### src/logic/tp_pkg.sv
// tp_pkg: shared constants for the timer and pwm block
// assumes a 100 MHz aclk and an AXI4-Lite register bus with 8-bit byte addresses
package tp_pkg;
	localparam int ADDR_W = 8;
	localparam int IDX_W = 5;
	// register indices, byte address is four times the index
	localparam logic [IDX_W-1:0] IDX_COUNT = 5'h09;
	localparam logic [IDX_W-1:0] IDX_CTRL_ONE = 5'h0A;
	localparam logic [IDX_W-1:0] IDX_CTRL_TWO = 5'h0B;
	localparam logic [IDX_W-1:0] IDX_DUTY_LOW = 5'h0C;
	localparam logic [IDX_W-1:0] IDX_PRESCALE_VAL = 5'h0D;
	localparam logic [IDX_W-1:0] IDX_HIGH_BITS = 5'h14;
	// control one fields
	localparam int C1_EN = 0;
	localparam int C1_RL = 1;
	localparam int C1_OS = 2;
	localparam int C1_OAL = 6;
	localparam int C1_OEN = 7;
	// control two fields
	localparam int C2_SEL_LO = 0;
	localparam int C2_PSDIS_N = 3;
	localparam int C2_EDGE = 4;
	localparam int C2_CS = 5;
	// shared high bits fields
	localparam int HB_DUTY_LO = 2;
	localparam int HB_RELOAD_LO = 6;
	// reset values
	localparam logic [7:0] RST_CTRL_ONE = 8'h00;
	localparam logic [7:0] RST_CTRL_TWO = 8'h3F;
	localparam logic [7:0] RST_BYTE = 8'h00;
	localparam logic [9:0] RST_COUNT = 10'h000;
	localparam logic [7:0] RST_PRESCALE = 8'hFF;
	// counter limits
	localparam logic [9:0] COUNT_FULL = 10'h3FF;
	localparam logic [9:0] COUNT_ZERO = 10'h000;
	// bus answers
	localparam logic [1:0] RESP_OKAY = 2'h0;
	localparam logic [1:0] RESP_SLVERR = 2'h2;
endpackage : tp_pkg

### src/logic/tp_count_source.sv
// tp_count_source: picks instruction clock or an edge of the external count input
// assumes the external input is already synchronous to aclk
`timescale 1ns/10ps
module tp_count_source import tp_pkg::*; (
	input wire logic aclk,
	input wire logic aresetn,
	input wire logic clk_en,
	input wire logic count_source_select,
	input wire logic external_edge_select,
	input wire logic external_count_input,
	output logic src_tick
);
	typedef struct packed {
		logic prev;
		logic seen;
	} tp_src_s;
	tp_src_s s_ff;
	tp_src_s nxt_s;
	logic rise;
	logic fall;

	always_comb begin
		nxt_s = s_ff;
		nxt_s.prev = external_count_input;
		nxt_s.seen = 1'b1;
		rise = s_ff.seen && !s_ff.prev && external_count_input;
		fall = s_ff.seen && s_ff.prev && !external_count_input;
		// instruction clock or chosen edge
		if (!count_source_select) begin
			src_tick = clk_en;
		end else begin
			src_tick = clk_en && (external_edge_select ? fall : rise);
		end
	end

	always_ff @(posedge aclk) begin
		if (!aresetn) begin
			s_ff <= '0;
		end else if (clk_en) begin
			s_ff <= nxt_s;
		end
	end
endmodule : tp_count_source

### src/logic/tp_prescaler.sv
// tp_prescaler: power-of-two divider between count source and timer decrement
// assumes in_tick already carries the clock enable
`timescale 1ns/10ps
module tp_prescaler import tp_pkg::*; (
	input wire logic aclk,
	input wire logic aresetn,
	input wire logic clk_en,
	input wire logic run,
	input wire logic in_tick,
	input wire logic prescaler_disable_n,
	input wire logic [2:0] prescaler_ratio_select,
	output logic out_tick,
	output logic [7:0] prescale_value
);
	typedef struct packed {
		logic [7:0] cnt;
	} tp_ps_s;
	tp_ps_s s_ff;
	tp_ps_s nxt_s;
	logic [7:0] mask;

	always_comb begin
		nxt_s = s_ff;
		// code n divides by 2 to the n+1
		mask = 8'(({1'b0, 8'hFF} << ({1'b0, prescaler_ratio_select} + 4'h1)) >> 0);
		mask = ~mask;
		if (prescaler_disable_n) begin
			out_tick = in_tick && run;
		end else begin
			if (in_tick && run) begin
				nxt_s.cnt = s_ff.cnt + 8'h01;
			end
			out_tick = in_tick && run && ((nxt_s.cnt & mask) == 8'h00);
		end
		prescale_value = s_ff.cnt;
	end

	always_ff @(posedge aclk) begin
		if (!aresetn) begin
			s_ff.cnt <= RST_PRESCALE;
		end else if (clk_en) begin
			s_ff <= nxt_s;
		end
	end
endmodule : tp_prescaler

### src/logic/tp_timer_pwm.sv
// tp_timer_pwm: 10-bit down-counting timer with reload, one-shot and pwm pin
// assumes an AXI4-Lite master on aclk; external count input synchronous to aclk
`timescale 1ns/10ps
module tp_timer_pwm import tp_pkg::*; (
	input wire logic aclk,
	input wire logic aresetn,
	input wire logic clk_en,
	input wire logic [ADDR_W-1:0] s_axi_awaddr,
	input wire logic s_axi_awvalid,
	output logic s_axi_awready,
	input wire logic [31:0] s_axi_wdata,
	input wire logic [3:0] s_axi_wstrb,
	input wire logic s_axi_wvalid,
	output logic s_axi_wready,
	output logic [1:0] s_axi_bresp,
	output logic s_axi_bvalid,
	input wire logic s_axi_bready,
	input wire logic [ADDR_W-1:0] s_axi_araddr,
	input wire logic s_axi_arvalid,
	output logic s_axi_arready,
	output logic [31:0] s_axi_rdata,
	output logic [1:0] s_axi_rresp,
	output logic s_axi_rvalid,
	input wire logic s_axi_rready,
	input wire logic external_count_input,
	input wire logic gpio_out,
	input wire logic gpio_oe,
	output logic pwm_port_pin_out,
	output logic pwm_port_pin_oe
);
	typedef struct packed {
		logic [9:0] count;
		logic [7:0] reload;
		logic [7:0] high_bits;
		logic [7:0] duty_low;
		logic [7:0] ctrl_one;
		logic [7:0] ctrl_two;
		logic aw_got;
		logic [ADDR_W-1:0] aw_addr;
		logic w_got;
		logic [7:0] wbyte;
		logic wlane0;
		logic awready;
		logic wready;
		logic bvalid;
		logic [1:0] bresp;
		logic arready;
		logic rvalid;
		logic [31:0] rdata;
		logic [1:0] rresp;
		logic pin_out;
		logic pin_oe;
	} tp_top_s;

	tp_top_s s_ff;
	tp_top_s nxt_s;
	logic src_tick;
	logic dec_tick;
	logic [7:0] prescale_value;
	logic wr_fire;
	logic wr_count;
	logic [5:0] wr_dec;
	logic [5:0] rd_dec;
	logic [9:0] duty_full;
	logic [7:0] rd_byte;

	// valid flag and index of a byte address
	function automatic logic [5:0] tp_decode(input logic [ADDR_W-1:0] addr);
		logic [IDX_W-1:0] idx;
		logic hit;
		idx = addr[IDX_W+1:2];
		hit = (addr[1:0] == 2'h0) && (addr[ADDR_W-1] == 1'b0) && ((idx == IDX_COUNT) ||
			(idx == IDX_CTRL_ONE) || (idx == IDX_CTRL_TWO) || (idx == IDX_DUTY_LOW) ||
			(idx == IDX_PRESCALE_VAL) || (idx == IDX_HIGH_BITS));
		return {hit, idx};
	endfunction : tp_decode

	// ten-bit counter value from the two high reload bits and a low byte
	function automatic logic [9:0] tp_join_reload(input logic [7:0] hi_bits, input logic [7:0] lo_byte);
		return {hi_bits[HB_RELOAD_LO+:2], lo_byte};
	endfunction : tp_join_reload

	tp_count_source u_source (
		.aclk(aclk),
		.aresetn(aresetn),
		.clk_en(clk_en),
		.count_source_select(s_ff.ctrl_two[C2_CS]),
		.external_edge_select(s_ff.ctrl_two[C2_EDGE]),
		.external_count_input(external_count_input),
		.src_tick(src_tick)
	);

	tp_prescaler u_prescaler (
		.aclk(aclk),
		.aresetn(aresetn),
		.clk_en(clk_en),
		.run(s_ff.ctrl_one[C1_EN]),
		.in_tick(src_tick),
		.prescaler_disable_n(s_ff.ctrl_two[C2_PSDIS_N]),
		.prescaler_ratio_select(s_ff.ctrl_two[C2_SEL_LO+:3]),
		.out_tick(dec_tick),
		.prescale_value(prescale_value)
	);

	always_comb begin
		nxt_s = s_ff;
		duty_full = {s_ff.high_bits[HB_DUTY_LO+:2], s_ff.duty_low};
		// timer step
		if (dec_tick && s_ff.ctrl_one[C1_EN]) begin
			if (s_ff.count != COUNT_ZERO) begin
				nxt_s.count = s_ff.count - 10'h001;
			end else if (s_ff.ctrl_one[C1_OS]) begin
				nxt_s.count = COUNT_ZERO;
			end else if (s_ff.ctrl_one[C1_RL]) begin
				nxt_s.count = tp_join_reload(s_ff.high_bits, s_ff.reload);
			end else begin
				nxt_s.count = COUNT_FULL;
			end
		end
		// write channel capture
		if (s_axi_awvalid && s_ff.awready) begin
			nxt_s.aw_got = 1'b1;
			nxt_s.aw_addr = s_axi_awaddr;
		end
		if (s_axi_wvalid && s_ff.wready) begin
			nxt_s.w_got = 1'b1;
			nxt_s.wbyte = s_axi_wdata[7:0];
			nxt_s.wlane0 = s_axi_wstrb[0];
		end
		if (s_ff.bvalid && s_axi_bready) begin
			nxt_s.bvalid = 1'b0;
		end
		wr_fire = nxt_s.aw_got && nxt_s.w_got && !s_ff.bvalid;
		wr_dec = tp_decode(nxt_s.aw_addr);
		wr_count = 1'b0;
		if (wr_fire) begin
			nxt_s.aw_got = 1'b0;
			nxt_s.w_got = 1'b0;
			nxt_s.bvalid = 1'b1;
			nxt_s.bresp = wr_dec[5] ? RESP_OKAY : RESP_SLVERR;
			if (wr_dec[5] && nxt_s.wlane0) begin
				unique case (wr_dec[4:0])
					IDX_COUNT: begin
						wr_count = 1'b1;
						nxt_s.reload = nxt_s.wbyte;
						nxt_s.count = tp_join_reload(s_ff.high_bits, nxt_s.wbyte);
					end
					IDX_CTRL_ONE: nxt_s.ctrl_one = nxt_s.wbyte & 8'hC7;
					IDX_CTRL_TWO: nxt_s.ctrl_two = nxt_s.wbyte & 8'h3F;
					IDX_DUTY_LOW: nxt_s.duty_low = nxt_s.wbyte;
					IDX_HIGH_BITS: nxt_s.high_bits = nxt_s.wbyte & 8'hCC;
					default: ;
				endcase
			end
		end
		nxt_s.awready = !nxt_s.aw_got && !nxt_s.bvalid;
		nxt_s.wready = !nxt_s.w_got && !nxt_s.bvalid;
		// read channel
		rd_dec = tp_decode(s_axi_araddr);
		unique case (rd_dec[4:0])
			IDX_COUNT: rd_byte = s_ff.count[7:0];
			IDX_CTRL_ONE: rd_byte = s_ff.ctrl_one;
			IDX_CTRL_TWO: rd_byte = s_ff.ctrl_two;
			IDX_DUTY_LOW: rd_byte = s_ff.duty_low;
			IDX_PRESCALE_VAL: rd_byte = prescale_value;
			IDX_HIGH_BITS: rd_byte = s_ff.high_bits;
			default: rd_byte = 8'h00;
		endcase
		if (s_ff.rvalid && s_axi_rready) begin
			nxt_s.rvalid = 1'b0;
		end
		if (s_axi_arvalid && s_ff.arready) begin
			nxt_s.rvalid = 1'b1;
			nxt_s.rdata = {24'h000000, rd_dec[5] ? rd_byte : 8'h00};
			nxt_s.rresp = rd_dec[5] ? RESP_OKAY : RESP_SLVERR;
		end
		nxt_s.arready = !nxt_s.rvalid;
		// pin drive
		if (s_ff.ctrl_one[C1_OEN]) begin
			nxt_s.pin_out = (s_ff.count <= duty_full) ^ s_ff.ctrl_one[C1_OAL];
			nxt_s.pin_oe = 1'b1;
		end else begin
			nxt_s.pin_out = gpio_out;
			nxt_s.pin_oe = gpio_oe;
		end
	end

	always_ff @(posedge aclk) begin
		if (!aresetn) begin
			s_ff <= '0;
			s_ff.count <= RST_COUNT;
			s_ff.reload <= RST_BYTE;
			s_ff.high_bits <= RST_BYTE;
			s_ff.duty_low <= RST_BYTE;
			s_ff.ctrl_one <= RST_CTRL_ONE;
			s_ff.ctrl_two <= RST_CTRL_TWO;
		end else if (clk_en) begin
			s_ff <= nxt_s;
		end
	end

	assign s_axi_awready = s_ff.awready;
	assign s_axi_wready = s_ff.wready;
	assign s_axi_bvalid = s_ff.bvalid;
	assign s_axi_bresp = s_ff.bresp;
	assign s_axi_arready = s_ff.arready;
	assign s_axi_rvalid = s_ff.rvalid;
	assign s_axi_rdata = s_ff.rdata;
	assign s_axi_rresp = s_ff.rresp;
	assign pwm_port_pin_out = s_ff.pin_out;
	assign pwm_port_pin_oe = s_ff.pin_oe;
endmodule : tp_timer_pwm

### config.mk
export PLATFORM = sky130hd
export DESIGN_NAME = tp_timer_pwm
export DESIGN_NICKNAME = d
export VERILOG_FILES = /design/src/logic/tp_pkg.sv /design/src/logic/tp_count_source.sv /design/src/logic/tp_prescaler.sv /design/src/logic/tp_timer_pwm.sv
export SDC_FILE = /design/constraint.sdc
export NUM_CORES = 1
export LEC_CHECK = 0
export BUFFER_PORTS_ARGS = -buffer_cell sky130_fd_sc_hd__clkbuf_2
export CAP_MARGIN = 30
export CORE_MARGIN = 5
export CORE_UTILIZATION = 35
export CTS_CLUSTER_DIAMETER = 40
export DETAILED_ROUTE_END_ITERATION = 8
export PLACE_DENSITY = 0.66
export SYNTH_ARGS = -nofsm -noshare
export SYNTH_HDL_FRONTEND = slang
export SYNTH_SLANG_ARGS = --single-unit
### constraint.sdc
create_clock -name aclk -period 5 [get_ports aclk]
set_clock_uncertainty 0.15 [all_clocks]
set_input_delay 0.25 -clock aclk [delete_from_list [all_inputs] [get_ports aclk]]
set_output_delay 0.25 -clock aclk [all_outputs]
set_load 0.005 [all_outputs]
==> results_tabular.tex, run 1 <==
\begin{tabular}{lr}
\hline
Metric & Value \\
\hline
\multicolumn{2}{l}{\textbf{Status}} \\
Outcome & complete, no violations \\
\multicolumn{2}{l}{\textbf{Floorplan}} \\
Number of placed I/O pins & around 110 \\
Number of rows in the core area & 44 \\
Placeable core region & 0.0144 sq mm \\
Die area & 0.0170 sq mm \\
Initial Utilization & 35.3\% \\
Chip height & between 100 and 150 um \\
Chip width & 130 um \\
\multicolumn{2}{l}{\textbf{Routing}} \\
Initial DRC count & 270 \\
DRC violations left & 0 \\
Per-cell routed wire length & 15.2 um \\
Via count & 4356 \\
ANT nets after route & 0 \\
Met1 Wirelength & roughly 5800 um \\
Met2 wire length & 5970 um \\
Vias per Instance & approximately 5.3 \\
Routed wire length & 12600 um \\
Uppermost metal layer occupied by signal nets & met4 \\
Wire length on met3 & between 600 and 700 um \\
Number of optimization iterations in the first detailed-route pass & 7 \\
\multicolumn{2}{l}{\textbf{Place}} \\
Post-place instance area & 0.00527 sq mm \\
Number of port buffers & 52 \\
HPWL after detailed placement & 9090 um \\
Routability-driven placement congestion ratio & $\sim$0.85 \\
Minimum setup slack after placement & roughly 1.9 ns \\
Placed Cells incl. Taps & 809 \\
\multicolumn{2}{l}{\textbf{Layout}} \\
Total number of nets in the final design & slightly above 700 \\
Post-route cell area & 0.00564 sq mm \\
Total inserted antenna cells & 0 \\
Final core area utilization & 39.2\% \\
Final Non-Filler Cells & 829 \\
Most common library cell in the layout ignoring fill and taps & sky130\_fd\_sc\_hd\_\_dfxtp\_1 \\
Layout cells sized above 1 & 15.0\% \\
Most frequent cells in the layout & sky130\_fd\_sc\_hd\_\_dfxtp\_1 (87), sky130\_fd\_sc\_hd\_\_nor2\_1 (70), sky130\_fd\_sc\_hd\_\_nand2\_1 (55), sky130\_fd\_sc\_hd\_\_a21oi\_1 (52), sky130\_fd\_sc\_hd\_\_clkbuf\_2 (52) \\
Syn-to-layout area delta & 11.3\% \\
\multicolumn{2}{l}{\textbf{Worst setup path}} \\
Peak fanout along the critical path & 16 \\
R2R depth & 7 \\
Setup slack of the worst register-to-register path & 2.13 ns \\
Worst reg2reg startpoint & s\_axi\_awready\$\_SDFFE\_PN0P\_ \\
Worst reg2reg endpoint & duty\_full[4]\$\_SDFFE\_PN0P\_ \\
Critical Path RT & 5.10 ns \\
Kind of critical path & register to register \\
Startpoint types & register \\
Worst EP arrival & 2.98 ns \\
Kind of end point of the critical path & register \\
\multicolumn{2}{l}{\textbf{Yosys}} \\
Synth cell types & 70 \\
Synth Warn \# & 0 \\
Proportion of synthesized chip area in sequential cells & 34.4\% \\
Flip-flop cell with the highest count after synthesis & sky130\_fd\_sc\_hd\_\_dfxtp\_1 \\
Number of cells produced by synthesis & 611 \\
Netlist area before placement & around 0.0051 sq mm \\
Seq cells post-synth & 87 \\
Per-instance average area after synthesis & 8.29 sq um \\
Fraction of registers with async set or reset after synthesis & 0\% \\
Count of flip-flops with a built-in enable after synthesis & 0 \\
\multicolumn{2}{l}{\textbf{Global routing}} \\
Grt ovf & 0 \\
Antenna violations before repair & 0 \\
Maximum number of pins on one net before global-route repair & 55 \\
GR Util All Layers & 15.0\% \\
Number of global-route vias before repair & 3892 \\
Global-route wire length before repair & 20200 um \\
\multicolumn{2}{l}{\textbf{Power}} \\
Worst vdd rail ir drop & 0.215 mV \\
LEAKAGE & 2.35 nW \\
Power, Total & 1.59 mW \\
PD cells & 282 mW/mm\^{}2 \\
\multicolumn{2}{l}{\textbf{Job}} \\
Number of max-cap violations & 0 \\
\multicolumn{2}{l}{\textbf{Worst hold path}} \\
Class of the most critical hold timing path & input pin to register \\
Depth of the worst hold-timing path & 3 \\
Endpoint of the worst hold-timing path & s\_ff[58]\$\_SDFFE\_PN0P\_ \\
Startpoint of the worst hold path & s\_axi\_awaddr[5] \\
\multicolumn{2}{l}{\textbf{Clock tree}} \\
Max Root-Sink Buffers & 2 \\
Maximum level of the CTS H-tree & 3 \\
Insertion delay to the later sink of the worst-skew pair & roughly 0.35 ns \\
TritonCTS clock tree & done \\
PostCTS Resize Cnt & 0 \\
Clock transition at the registers of the reported paths & approximately 0.060 ns \\
Buffer type at the clock tree root & sky130\_fd\_sc\_hd\_\_clkbuf\_16 \\
Number of sinks driven by the clock tree & just under 90 \\
Number of clock buffers inserted by TritonCTS & 9 \\
\multicolumn{2}{l}{\textbf{STA}} \\
Worst Hold Margin & 0.00307 ns \\
Slew HR & a little under a third \\
Final Hold Fails & 0 \\
Max-slew violation total from the final report & 0 \\
Worst Max-Slew Pin Slew & 1.02 ns \\
Total of endpoints with negative setup slack in the final report & 0 \\
Fmax & between 300 and 400 MHz \\
Post-route worst setup slack & 2.13 ns \\
Tcrit/Tclk final & between 50\% and 60\% \\
Unrepaired setup endpoints after global routing & false \\
Tmin final & $\sim$2.9 ns \\
Sum of negative setup slack & 0 ns \\
\hline
\end{tabular}
cell type report:
type | instances | area (sq um)
Fill cell | 1459 | 8730
Timing Repair Buffer | 61 | 335
Tap cell | 184 | 230
Clock buffer | 10 | 239
Clock inverter | 6 | 93.8
Inverter | 25 | 93.8
Sequential cell | 87 | 1740
Multi-Input combinational cell | 456 | 2910
critical path, stage by stage (launching register included):
cell and delay [ns]:
sky130_fd_sc_hd__dfxtp_1 0.47, sky130_fd_sc_hd__and2_4 0.33, sky130_fd_sc_hd__mux2_2 0.37, sky130_fd_sc_hd__o221ai_2 0.24, sky130_fd_sc_hd__nand4_4 0.22, sky130_fd_sc_hd__nor4_4 0.68
sky130_fd_sc_hd__nor2_1 0.09, sky130_fd_sc_hd__a211oi_1 0.24
per-layer routing:
metal	vias up	GRT usage, %
li1	2207	-
met1	2027	19.7
met2	108	24.4
met3	14	3.64
met4	0	4.65
met5	-	0
sequential cells by signal, summed over array words and instances, names as in the netlist:
name / count
pwm_port_pin_oe: 1
u_source.s_ff: 2
s_axi_arready: 1
s_axi_rresp: 1
s_ff: 50
pwm_port_pin_out: 1
s_axi_bvalid: 1
u_prescaler.prescale_value: 8
s_axi_awready: 1
s_axi_bresp: 1
duty_full: 10
s_axi_rdata: 8
s_axi_rvalid: 1
s_axi_wready: 1
worst max-delay path by stage:
stage | startpoint | end | slack [ns] | cells after the start
global route | s_axi_awready$_SDFFE_PN0P_ | duty_full[0]$_SDFFE_PN0P_ | 1.89 | 7
finish | s_axi_awready$_SDFFE_PN0P_ | duty_full[4]$_SDFFE_PN0P_ | 2.13 | 7
CTS | s_axi_awready$_SDFFE_PN0P_ | s_ff[65]$_SDFFE_PN1P_ | 1.84 | 7
detailed placement | s_axi_awready$_SDFFE_PN0P_ | s_ff[65]$_SDFFE_PN1P_ | 1.85 | 7
floorplan | u_prescaler.prescale_value[0]$_SDFFE_PN1P_ | s_ff[110]$_SDFFE_PN0P_ | 2.50 | 11
global placement | s_axi_awready$_SDFFE_PN0P_ | s_ff[65]$_SDFFE_PN1P_ | 1.87 | 7
logic make-up (layout without fill, tap and decap cells):
| group | Yosys count | after routing | share of synthesized area [%] |
|---|---|---|---|
| compound gates | 167 | 167 | 21.9 |
| xor+xnor | 13 | 13 | 2.25 |
| fa+ha+maj | 14 | 14 | 3.46 |
| buf+inv | 93 | 102 | 10.1 |
| flops | 87 | 87 | 34.4 |
| mux | 34 | 34 | 7.21 |
| other cells | 1 | 26 | 0.0740 |
| simple gates | 202 | 202 | 20.6 |
timing repair:
item	in CTS	in global routing
hold endpoints to repair	3	0
buffers inserted	0	0
hold buffers	3	0
cells in the mapped netlist, drive strengths merged, types with 3 or more instances:
master	count	area (sq um)
a22o	3	26.3
mux2i	24	253
mux2	10	113
nand2	55	206
nor2b	6	37.5
inv	25	93.8
nand2b	5	31.3
o21ai	26	130
a21oi	53	277
o21a	3	22.5
and3	11	68.8
dfxtp	87	1740
xnor2	3	26.3
nor3b	6	45.0
o311ai	4	35.0
clkbuf	26	97.6
buf	42	322
xor2	10	87.6
a21o	4	30.0
a211oi	31	233
ha	14	175
nor2	71	274
nor3	5	25.0
nor4	9	92.6
nand3	12	60.1
o22ai	3	18.8
a222oi	5	50.1
nand4b	3	26.3
nand4	5	46.3
a32oi	4	35.0
a22oi	4	30.0
a31oi	8	50.1
power by group:
group	total (mW)	internal (mW)	switching, mW
clock network	0.745	0.454	0.291
logic	0.129	0.0481	0.0804
registers	0.716	0.706	0.0104
total	1.59	1.21	0.382
No activity file was read; power rests on OpenSTA's default activity.
==> inputs of run 2 (changes only) <==
Settings changed: PLACE_DENSITY 0.66 to 0.68.
Clock period 5 ns to 2.45 ns, I/O delays scaled along.
==> results_tabular.tex, run 2 (synthesized netlist as in run 1, its figures left out) <==
\begin{tabular}{lr}
\hline
Metric & Value \\
\hline
\multicolumn{2}{l}{\textbf{Layout}} \\
Number of inserted filler cells in the final layout & 1414 \\
Total inserted antenna cells & 0 \\
Syn-to-layout area delta & 21.2\% \\
Final Non-Filler Cells & 885 \\
Layout cells sized above 1 & 22.7\% \\
Total number of nets in the final design & 773 \\
Register bank with the most flops & s\_ff \\
Most common library cell in the layout ignoring fill and taps & sky130\_fd\_sc\_hd\_\_dfxtp\_1 \\
Post-route cell area & between 0.006 and 0.007 sq mm \\
Largest register FFs & 50 \\
Most frequent cells in the layout & sky130\_fd\_sc\_hd\_\_dfxtp\_1 (85), sky130\_fd\_sc\_hd\_\_nor2\_1 (70), sky130\_fd\_sc\_hd\_\_nand2\_1 (54), sky130\_fd\_sc\_hd\_\_clkbuf\_2 (52), sky130\_fd\_sc\_hd\_\_a21oi\_1 (51) \\
\multicolumn{2}{l}{\textbf{Routing}} \\
Per-cell routed wire length & 15.1 um \\
DRC violations left & 0 \\
Initial DRC count & 346 \\
Number of optimization iterations in the first detailed-route pass & 7 \\
Via count & 4647 \\
Vias per Instance & 5.25 \\
ANT nets after route & 0 \\
Routed wire length & between 10000 and 15000 um \\
\multicolumn{2}{l}{\textbf{STA}} \\
Final Hold Fails & 0 \\
Worst Max-Slew Pin Slew & approximately 0.60 ns \\
Post-route worst setup slack & 0.0903 ns \\
Tcrit/Tclk final & 96.3\% \\
Sum of negative setup slack & 0 ns \\
Tmin final & 2.36 ns \\
Worst Hold Margin & 0.00904 ns \\
Total of endpoints with negative setup slack in the final report & 0 \\
Max-slew violation total from the final report & 0 \\
Slew HR & approximately three fifths \\
Fmax & $\sim$420 MHz \\
Unrepaired setup endpoints after global routing & true \\
\multicolumn{2}{l}{\textbf{Clock tree}} \\
Maximum level of the CTS H-tree & 3 \\
Number of sinks driven by the clock tree & 87 \\
Insertion delay to the later sink of the worst-skew pair & $\sim$0.35 ns \\
Max Root-Sink Buffers & 2 \\
Number of clock buffers inserted by TritonCTS & 9 \\
Clock transition at the registers of the reported paths & roughly 0.07 ns \\
Buffer type at the clock tree root & sky130\_fd\_sc\_hd\_\_clkbuf\_16 \\
TritonCTS clock tree & done \\
\multicolumn{2}{l}{\textbf{Power}} \\
Switching power of the nets & 0.826 mW \\
Portion of total power attributed to sequential cells & a little under half \\
Fraction of power consumed by combinational cells & 10.3\% \\
PD cells & 506 mW/mm\^{}2 \\
Clock network fraction of design power & 42.7\% \\
Switching Fraction & about a quarter \\
LEAKAGE & 2.63 nW \\
Internal power consumption & 2.28 mW \\
Worst vdd rail ir drop & roughly 0.35 mV \\
\multicolumn{2}{l}{\textbf{Place}} \\
Minimum setup slack after placement & 0.0543 ns \\
HPWL after detailed placement & 9680 um \\
Number of port buffers & between 50 and 60 \\
Post-place instance area & 0.00558 sq mm \\
Placed Cells incl. Taps & 850 \\
Routability-driven placement congestion ratio & 0.890 \\
\multicolumn{2}{l}{\textbf{Floorplan}} \\
Placeable core region & roughly 0.014 sq mm \\
Chip width & 130 um \\
Initial Utilization & roughly a third \\
Chip height & 130 um \\
Number of rows in the core area & 44 \\
Die area & 0.0170 sq mm \\
Number of placed I/O pins & 106 \\
\multicolumn{2}{l}{\textbf{Global routing}} \\
Global-route wire length before repair & 21200 um \\
Grt ovf & 0 \\
GR Util All Layers & 15.7\% \\
Number of global-route vias before repair & 4222 \\
Antenna violations before repair & 0 \\
Maximum number of pins on one net before global-route repair & 43 \\
\multicolumn{2}{l}{\textbf{Worst setup path}} \\
Startpoint types & register \\
Kind of end point of the critical path & register \\
Peak fanout along the critical path & 5 \\
R2R depth & 10 \\
Kind of critical path & register to register \\
Worst EP arrival & 2.46 ns \\
Critical Path RT & 2.55 ns \\
\multicolumn{2}{l}{\textbf{Job}} \\
Number of max-cap violations & 0 \\
\multicolumn{2}{l}{\textbf{Worst hold path}} \\
Class of the most critical hold timing path & input pin to register \\
Depth of the worst hold-timing path & 4 \\
\multicolumn{2}{l}{\textbf{Status}} \\
Outcome & complete, no violations \\
\hline
\end{tabular}
-- run 2: worst max-delay path, stage by stage, from the launching register on --
cell                       delay, ns
sky130_fd_sc_hd__dfxtp_2        0.34
sky130_fd_sc_hd__buf_6          0.12
sky130_fd_sc_hd__a211oi_4       0.26
sky130_fd_sc_hd__a21oi_4        0.06
sky130_fd_sc_hd__buf_6          0.13
sky130_fd_sc_hd__o221ai_4       0.23
sky130_fd_sc_hd__nand4_4        0.16
sky130_fd_sc_hd__or2_1          0.34
sky130_fd_sc_hd__o211ai_1       0.18
sky130_fd_sc_hd__a31oi_1        0.06
sky130_fd_sc_hd__a211o_1        0.22
-- run 2: worst paths after layout --
path	startpoint	to	slack (ns)
max reg2reg	s_axi_awready$_SDFFE_PN0P_	s_ff[110]$_SDFFE_PN0P_	0.09
min	s_axi_wdata[0]	s_ff[70]$_SDFFE_PN0P_	0.009
min reg2reg	s_ff[95]$_SDFFE_PN0P_	s_ff[95]$_SDFFE_PN0P_	0.30
max	s_axi_awready$_SDFFE_PN0P_	s_ff[110]$_SDFFE_PN0P_	0.09
-- run 2: timing repair --
action                     in CTS  in global routing
gates resized for setup         0                 30
buffers inserted                0                  7
hold endpoints to repair       12                  0
hold buffers                   12                  0
setup endpoints to repair       0                 37
-- run 2: cell type report --
cell class	count	area (sq um)	area share [%]
clock buffer	10	229	3.73
clock inverter	6	53.8	0.876
inverter	25	93.8	1.53
multi-input combinational	456	2990	48.7
sequential	87	1740	28.4
tap	184	230	3.75
timing repair buffer	117	797	13.0
-- run 2: power by group through the flow --
stage | registers (mW) | logic, mW | clock network (mW)
2_1_floorplan | 1.49 | 0.203 | 0
6_report | 1.46 | 0.321 | 1.33
3_3_place_gp | 1.49 | 0.279 | 0
4_1_cts | 1.46 | 0.298 | 1.35
5_1_grt | 1.46 | 0.352 | 1.42
3_5_place_dp | 1.49 | 0.281 | 0
-- run 2: layer usage --
| metal | global-route usage [%] | part of all wire, % | vias to the layer above | wire length [um] |
|---|---|---|---|---|
| met5 | 0 | 0 | - | 0 |
| met4 | 3.30 | 1.6 | 0 | 217 |
| met3 | 4.09 | 5.2 | 23 | 700 |
| met2 | 26.5 | 49 | 120 | 6580 |
| met1 | 20.2 | 44 | 2177 | 5890 |
| li1 | - | - | 2327 | - |
-- run 2: stage by stage --
| stage | utilization, % | total power [mW] |
|---|---|---|
| floorplan | - | 1.69 |
| global placement | 38.8 | 1.77 |
| detailed placement | 38.8 | 1.77 |
| CTS | 41.6 | 3.11 |
| global route | 42.7 | 3.24 |
| finish | 42.7 | 3.11 |
